<file path="src/sws_defs.svh">
// Constants for the switch fault supervisor: counts, timing and the full duty value.
// Assumes inclusion by the package and the supervisor; definitions only.
`ifndef SWS_DEFS_SVH
`define SWS_DEFS_SVH

`define SWS_NCH            4
`define SWS_RETRY_MAX      5'h10
`define SWS_AUTO_PERIOD_US 32'd150000
`define SWS_LED_OPEN_LOAD_SELECT_US       32'd15000
`define SWS_CLK_MHZ        32'd10
`define SWS_DUTY_FULL      7'h7f

`endif

</file>
<file path="src/sws_pkg.sv">
// Types for the switch fault supervisor.
// Assumes sws_defs.svh supplies the numeric constants.
`include "sws_defs.svh"
package sws_pkg;
    // Per-channel analog comparator results, already synchronous
    typedef struct packed {
        logic [3:0] overcurrent;
        logic [3:0] overtemp;
        logic [3:0] short_sense;
        logic [3:0] off_open_sense;
        logic [3:0] on_low_current;
    } chan_sense_s;

    // Software configuration bits
    typedef struct packed {
        logic       overvoltage_protect_disable;
        logic       retry_disable;
        logic [3:0] short_to_supply_disable;
        logic [3:0] off_open_load_disable;
        logic [3:0] on_open_load_disable;
        logic [3:0] led_open_load_select;
        logic [1:0] sense_route;
    } config_s;

    // Sticky fault report
    typedef struct packed {
        logic       overvoltage_flag;
        logic       undervoltage_flag;
        logic       temp_prewarn_flag;
        logic [3:0] overtemp_flag;
        logic [3:0] overcurrent_flag;
        logic [3:0] short_to_supply_flag;
        logic [3:0] off_open_load_flag;
        logic [3:0] on_open_load_flag;
    } status_s;

    typedef enum logic [1:0] {RS_IDLE, RS_WAIT, RS_EXHAUSTED} retry_state_e;
endpackage

</file>
<file path="src/switch_fault_supervisor.sv">
// Fault supervision for a four-channel high-side switch.
// Assumes comparator and command inputs are synchronous to sys_clk.
`timescale 1ns/1ps
`include "sws_defs.svh"

// Behaviour
// RULE1 - Over-voltage shuts all outputs, fault pin low
// RULE2 - Stay off until hysteresis; flag clears on read
// RULE3 - Protect disabled: warn only, clear when gone
// RULE4 - Fail-safe: over-voltage shutdown follows wake input
// RULE5 - Under-voltage: outputs off, pin low, flag set
// RULE6 - Recovery, outputs off: pin high, flag kept
// RULE7 - Recovery, output on: latched until delatch event
// RULE8 - Under-voltage keeps configuration with logic supply
// RULE9 - Supply failures clear all latched faults; code keeps short, open-load and prewarn flags
// RULE10 - Retry request is overcurrent, overtemp or undervoltage
// RULE11 - Retry after one period, sixteen attempts max
// RULE12 - Retry counter reset on mode change, disable toggle
// RULE13 - Each retry restores inrush current profile
// RULE14 - Off-state short latches short and open flags
// RULE15 - Per-output short detection disable
// RULE16 - Off-state open-load latches, clears when gone
// RULE17 - Per-output off-state open-load disable
// RULE18 - On-state open-load flags only, output unaffected
// RULE19 - LED mode: periodic check at full duty
// RULE20 - On open-load clears on read when gone
// RULE21 - Sense current only when on, not fail-safe
// RULE22 - Normal mode prewarning latches, clears on read
// RULE23 - Flags presented and cleared on valid transfer
// RULE24 - Exhausted retries latch off until toggle
module switch_fault_supervisor #(
    parameter int unsigned AUTO_PERIOD_CYC = `SWS_AUTO_PERIOD_US * `SWS_CLK_MHZ,
    parameter int unsigned LED_OPEN_LOAD_SELECT_CYC       = `SWS_LED_OPEN_LOAD_SELECT_US * `SWS_CLK_MHZ
) (
    // Clock and control
    input  wire logic                 sys_clk,
    input  wire logic                 rst,
    input  wire logic                 clk_en,
    // Supply and mode status
    input  wire logic                 overvoltage_sense,
    input  wire logic                 overvoltage_clear_sense,
    input  wire logic                 undervoltage_sense,
    input  wire logic                 logic_supply_fail,
    input  wire logic                 supply_por,
    input  wire logic                 fail_safe_mode,
    input  wire logic                 wake_reset_in,
    input  wire logic                 fault_mode,
    input  wire logic                 prewarn_sense,
    // Channel command and sensing
    input  wire logic [3:0]           output_command,
    input  wire logic [3:0][6:0]      duty,
    input  wire sws_pkg::chan_sense_s sense,
    input  wire sws_pkg::config_s     cfg,
    // Status read strobe
    input  wire logic                 status_read,
    // Results
    output logic [3:0]                switch_output,
    output logic [3:0]                inrush_restore,
    output logic [3:0]                sense_output,
    output logic                      fault_flag_pin,
    output sws_pkg::status_s          status
);
    import sws_pkg::*;

    localparam int unsigned N = `SWS_NCH;

    // ==========================================================
    // State
    // ==========================================================
    typedef struct packed {
        status_s            st;
        logic [3:0]         latched_off;
        logic [3:0]         cmd_prev;
        logic               ov_off;
        logic               fs_prev;
        logic               rd_prev;
        logic [3:0]         on_out;
        logic [3:0]         inrush;
        logic [3:0][4:0]    retries;
        retry_state_e [3:0] rstate;
        logic [3:0][31:0]   timer;
        logic [3:0][31:0]   on_time;
    } state_s;

    state_s cur;
    state_s next_cur;

    logic ov_active;
    logic latch_clear;
    logic retry_reset;

    assign ov_active   = !cfg.overvoltage_protect_disable
                         && (!fail_safe_mode || wake_reset_in);         // [RULE1] [RULE3] [RULE4]
    assign latch_clear = logic_supply_fail || supply_por;               // [RULE9]
    assign retry_reset = (fail_safe_mode != cur.fs_prev)
                         || (cfg.retry_disable != cur.rd_prev);         // [RULE12]

    // ==========================================================
    // Next state
    // ==========================================================
    always_comb begin
        logic [3:0] req;
        logic [3:0] off_now;
        req      = '0;
        off_now  = '0;
        next_cur = cur;
        next_cur.fs_prev  = fail_safe_mode;
        next_cur.rd_prev  = cfg.retry_disable;
        next_cur.cmd_prev = output_command;
        next_cur.inrush   = '0;

        // Read clears flags whose condition is gone; a live event re-sets them
        if (status_read) begin                                          // [RULE23]
            next_cur.st.overvoltage_flag  = 1'b0;                       // [RULE2]
            next_cur.st.undervoltage_flag = 1'b0;                       // [RULE6]
            next_cur.st.temp_prewarn_flag = 1'b0;                       // [RULE22]
            next_cur.st.overtemp_flag     = '0;
            next_cur.st.overcurrent_flag  = '0;
            next_cur.st.short_to_supply_flag = '0;
            next_cur.st.off_open_load_flag   = '0;
            next_cur.st.on_open_load_flag    = '0;                      // [RULE20]
        end

        // Over-voltage: set always, shutdown only when protection active
        if (overvoltage_sense) begin
            next_cur.st.overvoltage_flag = 1'b1;                        // [RULE3]
            if (ov_active)
                next_cur.ov_off = 1'b1;                                 // [RULE1]
        end else if (overvoltage_clear_sense || !ov_active) begin
            next_cur.ov_off = 1'b0;                                     // [RULE2]
        end

        // Under-voltage latches; configuration is never touched here
        if (undervoltage_sense)
            next_cur.st.undervoltage_flag = 1'b1;                       // [RULE5] [RULE8]
        if (fail_safe_mode == 1'b0 && prewarn_sense)
            next_cur.st.temp_prewarn_flag = 1'b1;                       // [RULE22]

        for (int i = 0; i < N; i++) begin
            // Latch-off for faults of a commanded-on output
            if (output_command[i] && (sense.overcurrent[i] || sense.overtemp[i]
                                      || undervoltage_sense))
                next_cur.latched_off[i] = 1'b1;                         // [RULE5] [RULE7]
            if (sense.overcurrent[i])
                next_cur.st.overcurrent_flag[i] = 1'b1;
            if (sense.overtemp[i])
                next_cur.st.overtemp_flag[i] = 1'b1;

            // Toggle off then on delatches once the cause is gone
            if (output_command[i] && !cur.cmd_prev[i] && !sense.overcurrent[i]
                && !sense.overtemp[i] && !undervoltage_sense) begin
                next_cur.latched_off[i] = 1'b0;                         // [RULE7] [RULE24]
                next_cur.retries[i]     = '0;
                next_cur.rstate[i]      = RS_IDLE;
            end

            // Autoretry
            req[i] = cur.st.overcurrent_flag[i] || cur.st.overtemp_flag[i]
                     || cur.st.undervoltage_flag;                       // [RULE10]
            case (cur.rstate[i])
                RS_IDLE: begin
                    if (fault_mode && !cfg.retry_disable && req[i] && cur.latched_off[i]) begin
                        next_cur.rstate[i] = RS_WAIT;
                        next_cur.timer[i]  = '0;
                    end
                end
                RS_WAIT: begin
                    if (!fault_mode || cfg.retry_disable) begin
                        next_cur.rstate[i] = RS_IDLE;
                    end else if (cur.timer[i] >= AUTO_PERIOD_CYC - 1) begin  // [RULE11]
                        // Over-current is only seen while conducting, so an attempt
                        // switches on and lets the comparator trip again if needed
                        if (!sense.overtemp[i] && !undervoltage_sense)
                            next_cur.latched_off[i] = 1'b0;             // [RULE11]
                        next_cur.inrush[i] = 1'b1;                      // [RULE13]
                        next_cur.retries[i] = cur.retries[i] + 5'h01;
                        next_cur.rstate[i]  = (cur.retries[i] + 5'h01 >= `SWS_RETRY_MAX)
                                              ? RS_EXHAUSTED : RS_IDLE; // [RULE11] [RULE24]
                    end else begin
                        next_cur.timer[i] = cur.timer[i] + 32'd1;
                    end
                end
                RS_EXHAUSTED: next_cur.rstate[i] = RS_EXHAUSTED;        // [RULE24]
                default:      next_cur.rstate[i] = RS_IDLE;
            endcase
            if (output_command[i] && !cur.cmd_prev[i])
                next_cur.inrush[i] = 1'b1;
            if (retry_reset) begin                                      // [RULE12]
                next_cur.retries[i] = '0;
                next_cur.rstate[i]  = RS_IDLE;
            end

            // Off-state diagnostics, latched only once the gate is down
            off_now[i] = !cur.on_out[i];
            if (off_now[i] && sense.short_sense[i] && !cfg.short_to_supply_disable[i]) begin
                next_cur.st.short_to_supply_flag[i] = 1'b1;             // [RULE14] [RULE15]
                next_cur.st.off_open_load_flag[i]   = 1'b1;
            end
            if (off_now[i] && sense.off_open_sense[i] && !cfg.off_open_load_disable[i])
                next_cur.st.off_open_load_flag[i] = 1'b1;               // [RULE16] [RULE17]

            // On-state open load; LED mode only at full duty after a period
            next_cur.on_time[i] = cur.on_out[i]
                ? ((cur.on_time[i] >= LED_OPEN_LOAD_SELECT_CYC - 1) ? '0 : cur.on_time[i] + 32'd1) : '0;
            if (cur.on_out[i] && sense.on_low_current[i] && !cfg.on_open_load_disable[i]) begin
                if (!cfg.led_open_load_select[i])
                    next_cur.st.on_open_load_flag[i] = 1'b1;            // [RULE18]
                else if (duty[i] == `SWS_DUTY_FULL && cur.on_time[i] >= LED_OPEN_LOAD_SELECT_CYC - 1)
                    next_cur.st.on_open_load_flag[i] = 1'b1;            // [RULE19]
            end
        end

        next_cur.on_out = output_command & ~next_cur.latched_off
                          & {N{~next_cur.ov_off}} & {N{~undervoltage_sense}};  // [RULE1] [RULE5]

        // Supply failure wipes supply, overtemp and overcurrent flags and all latch-offs
        if (latch_clear) begin                                          // [RULE9]
            next_cur.st.overtemp_flag     = '0;
            next_cur.st.overcurrent_flag  = '0;
            next_cur.st.overvoltage_flag  = 1'b0;
            next_cur.st.undervoltage_flag = 1'b0;
            next_cur.latched_off          = '0;
            next_cur.ov_off               = 1'b0;
        end
    end

    // ==========================================================
    // Registers
    // ==========================================================
    always_ff @(posedge sys_clk) begin
        if (rst)
            cur <= '0;
        else if (clk_en)
            cur <= next_cur;
    end

    // ==========================================================
    // Outputs
    // ==========================================================
    assign switch_output  = cur.on_out;
    assign inrush_restore = cur.inrush;                                 // [RULE13]
    assign status         = cur.st;
    // Sense only while the switch conducts, and never in fail-safe
    assign sense_output   = (cfg.sense_route != 2'h0 && !fail_safe_mode)
                            ? cur.on_out : 4'h0;                        // [RULE21]
    // Pin is low on over-voltage shutdown, under-voltage, overtemp, off-state short or open load and latched-off commanded outputs
    assign fault_flag_pin = !(cur.ov_off || undervoltage_sense
                              || |(cur.latched_off & output_command)
                              || |(sense.overtemp)
                              || |(sense.short_sense & ~cfg.short_to_supply_disable & ~cur.on_out)
                              || |(sense.off_open_sense & ~cfg.off_open_load_disable
                                   & ~cur.on_out));                     // [RULE6] [RULE14]
endmodule

</file>
<file path="config.mk">
export PLATFORM = sky130hd
export DESIGN_NAME = switch_fault_supervisor
export DESIGN_NICKNAME = d
export VERILOG_FILES = /design/src/sws_pkg.sv /design/src/switch_fault_supervisor.sv
export VERILOG_INCLUDE_DIRS = /design/src
export SDC_FILE = /design/constraint.sdc
export NUM_CORES = 1
export LEC_CHECK = 0
export ABC_AREA = 0
export BUFFER_PORTS_ARGS = -buffer_cell sky130_fd_sc_hd__buf_2
export CAP_MARGIN = 20
export CORE_AREA = 2 2 168 170
export DETAILED_ROUTE_END_ITERATION = 16
export DIE_AREA = 0 0 170 172
export PLACE_DENSITY = 0.75
export SKIP_LAST_GASP = 1
export SLEW_MARGIN = 20
export SYNTH_ARGS = -nofsm -noshare
export SYNTH_HDL_FRONTEND = slang
export SYNTH_SLANG_ARGS = --single-unit
</file>
<file path="constraint.sdc">
create_clock -name sys_clk -period 2.5 [get_ports sys_clk]
set_input_delay 0.5 -clock sys_clk [delete_from_list [all_inputs] [get_ports sys_clk]]
set_output_delay 0.5 -clock sys_clk [all_outputs]
set_load 0.05 [all_outputs]
</file>
==> results.yml <==
placed_design:
  dp.cells: 2131
  dp_hpwl_um: 24900
  gp_congestion: 0.880
  dp_slack_ns: -0.150
  port_buffers: 120
worst_hold_path:
  hold_class: "primary input to flop"
  min_to: "status[20]"
  whs_path_depth: 3
  hp-start: "prewarn_sense"
setup_path:
  cp.required_ns: 2.93
  path_max_fanout: 6
  path_class: "flop to flop"
  crit_chain: "ha_4 -> and4_4 -> or4b_4 -> a2111oi_4 -> buf_4 -> o211ai_4 -> or4_1 -> a21oi_1"
  cp-start-kind: "flop"
  reg2reg_from: "cur[192]"
  slowest_delay_ns: 0.50
  timing.critical_path.buf_inv: 1
  crit_family: "simple AND/OR/NAND/NOR gates"
  rr_worst_depth: 8
  cp_slowest_cell: "or4b_4"
  critPathCaptureType: "flop"
  rrSetupSlack_ns: -0.06
  cp.arrival_ns: 2.99
  timing.rr.end: "cur[209]"
synth:
  syn-num-nets: 1789
  yosys.area_share.simple: 0.272
  yosys.area_share.xor_xnor: 0.0305
  synth_top_family_by_area: "simple AND/OR/NAND/NOR gates"
  synth.mux.area_fraction: 0.0111
  synth_compound_area_frac: 0.185
  synth_top_flop_cell: "dfxtp_1"
  ys_warn_count: 0
  synth_area_mm2: 0.0146
  synthAdderAreaFrac: 0.0103
  synth_cells: 1692
  avgSynthCellArea_um2: 8.65
  synth_edf_count: 0
  ys_seq_area_frac: 0.446
  ys_ff_latch: 326
  yosysUniqueCellTypes: 77
  synthArstFlopShare: 0
flow_run:
  maxCapViolCount: 0
cts:
  cts_made_buffers: 35
  htreeDepth: 2
  cts_tree: "built"
  cts_hold_buf: 0
  clk_latency_ns: 0.51
  cts_root_buf: "clkbuf_16"
  cts_max_path_buffers: 3
  cts_sinks: 326
  path_clk_slew_ns: 0.06
grt:
  grt_pass1_vias: 11900
  grt_max_degree: 38
  grt_pass1_wl_um: 58000
  antenna_found_initial: 1
  gr-total-overflow: 0
  track_usage: 0.238
sta:
  post-route-min-period_ns: 2.56
  period_share: 1.02
  rsz0062_at_grt: "yes"
  slew_viol_final: 0
  relSlewSlack: 0.384
  tightestPinTransition_ns: 0.923
  fmax_ghz: 0.391
  skew_ns: 0.0193
  hold_viol_final: 0
  finalSetupViolCount: 4
  setup_slack_ns: -0.0554
routing:
  drt_iter0_markers: 1121
  antenna_left: 0
  post_drt_wl_per_cell_um: 16.4
  drt_wl_total_um: 36100
  num_vias: 13200
  drc: 0
  drtPass1Iterations: 7
  via_per_inst: 5.99
finish:
  final_cell_mix: "322 x dfxtp_1, 131 x nor2_1, 130 x nand2_1"
  fin_util: 0.627
  fill_cells: 2307
  fin_nets: 1932
  syn_to_final_growth_pct: 17.7
  fin_cells: 2205
  drive_gt1_frac: 0.173
  mostFrequentLayoutCell: "dfxtp_1"
die:
  start_util: 0.533
  num_rows: 61
  die_y_um: 172
  core-area_mm2: 0.0275
  pin_count: 121
  die_area_mm2: 0.0292
  die_x_um: 170
power:
  leakage_nw: 6.47
  powerDensity_mw_per_mm2: 651
  peakVddDrop_v: 0.000544
  finalPower_mw: 11.2
outcome:
  status: "finished, violations left"
  violations: "negative setup slack"
==> power by group <==
group	switching (mW)	leakage (nW)	total [mW]	internal [mW]
combinational	0.372	3.24	0.557	0.186
sequential	0.0278	2.63	5.25	5.22
clock	2.04	0.597	5.41	3.38
total	2.43	6.47	11.2	8.79
==> state kept, by name (all words and copies together) (netlist names) <==
signal	cells
cur	295
inrush_restore	4
status	23
switch_output	4
==> cells in the mapped netlist (19+ instances only) <==
cell type  count  area, µm²
nor2_1       133        499
nand4_1       34        213
xnor2_1       31        272
o21ai_0       78        390
nand2_1      130        488
a21oi_1       89        445
a22oi_1       23        173
or4_1         23        173
nor3_1        38        190
a31oi_1       45        282
inv_1         37        139
xor2_1        20        175
or3_1         34        213
and3_1        30        188
o211ai_1      19        143
nand2b_1      20        125
nand3_1       95        475
nor4_1        35        219
dfxtp_1      326       6530
clkbuf_1      60        225
and2_1       105        657
buf_4         31        233
==> how the worst max path moves through the flow <==
stage | from | to | slack (ns) | cells after the start
2_1_floorplan | cur[192] | cur[212] | 0.03 | 8
6_report | cur[192] | cur[209] | -0.06 | 8
3_5_place_dp | clk_en | cur[209] | -0.15 | 8
5_1_grt | cur[202] | cur[207] | -0.15 | 8
3_3_place_gp | cfg[18] | cur[212] | -0.09 | 8
4_1_cts | cur[192] | cur[209] | -0.03 | 7
==> per-layer routing <==
layer,up-vias,track usage,part of all wire
met3,75,0.0339,0.051
met1,6308,0.314,0.45
met5,-,0,0
met2,342,0.402,0.48
li1,6474,-,-
met4,0,0.0773,0.027
==> worst register-to-register path, stage by stage, from the launching register on <==
cell and delay (ns):
dfxtp_2 0.34, ha_4 0.16, and4_4 0.18, or4b_4 0.50, a2111oi_4 0.39, buf_4 0.21, o211ai_4 0.12, or4_1 0.44
a21oi_1 0.15
==> kinds of logic (layout without fill, tap and decap cells) <==
kind of cell / after synthesis / count (layout)
XOR/XNOR: 51 / 51
other: 0 / 2
flip-flops: 326 / 326
buffers and inverters: 141 / 305
AO/OA/AOI/OAI: 402 / 403
multiplexers: 16 / 16
AND/OR/NAND/NOR: 744 / 744
adder cells (fa/ha/maj): 12 / 12
==> per-stage QoR <==
step	hold slack [ns]	TNS, ns	area, µm²
floorplan	0.426	0	14600
global placement	0.435	-0.376	15800
detailed placement	0.445	-0.898	15800
CTS	0.243	-0.0713	17000
global route	0.270	-0.950	17200
finish	0.256	-0.143	17200
==> layout make-up <==
class,instances,area [µm²],area share
inverters,37,139,0.00806
multi-input cells,1226,7580,0.440
repair buffers,209,1320,0.0768
well taps,346,433,0.0251
clock inverters,13,195,0.0113
clock buffers,46,1020,0.0592
diodes,2,5.00,0.000291
flip-flops and latches,326,6530,0.379
==> what timing repair did <==
item                       CTS  global route
gates cloned                 0             2
pin swaps                    2             3
setup endpoints to repair    7            51
setup buffers                3             8
resized for setup            2            29
(Power assumes the default switching activity.)
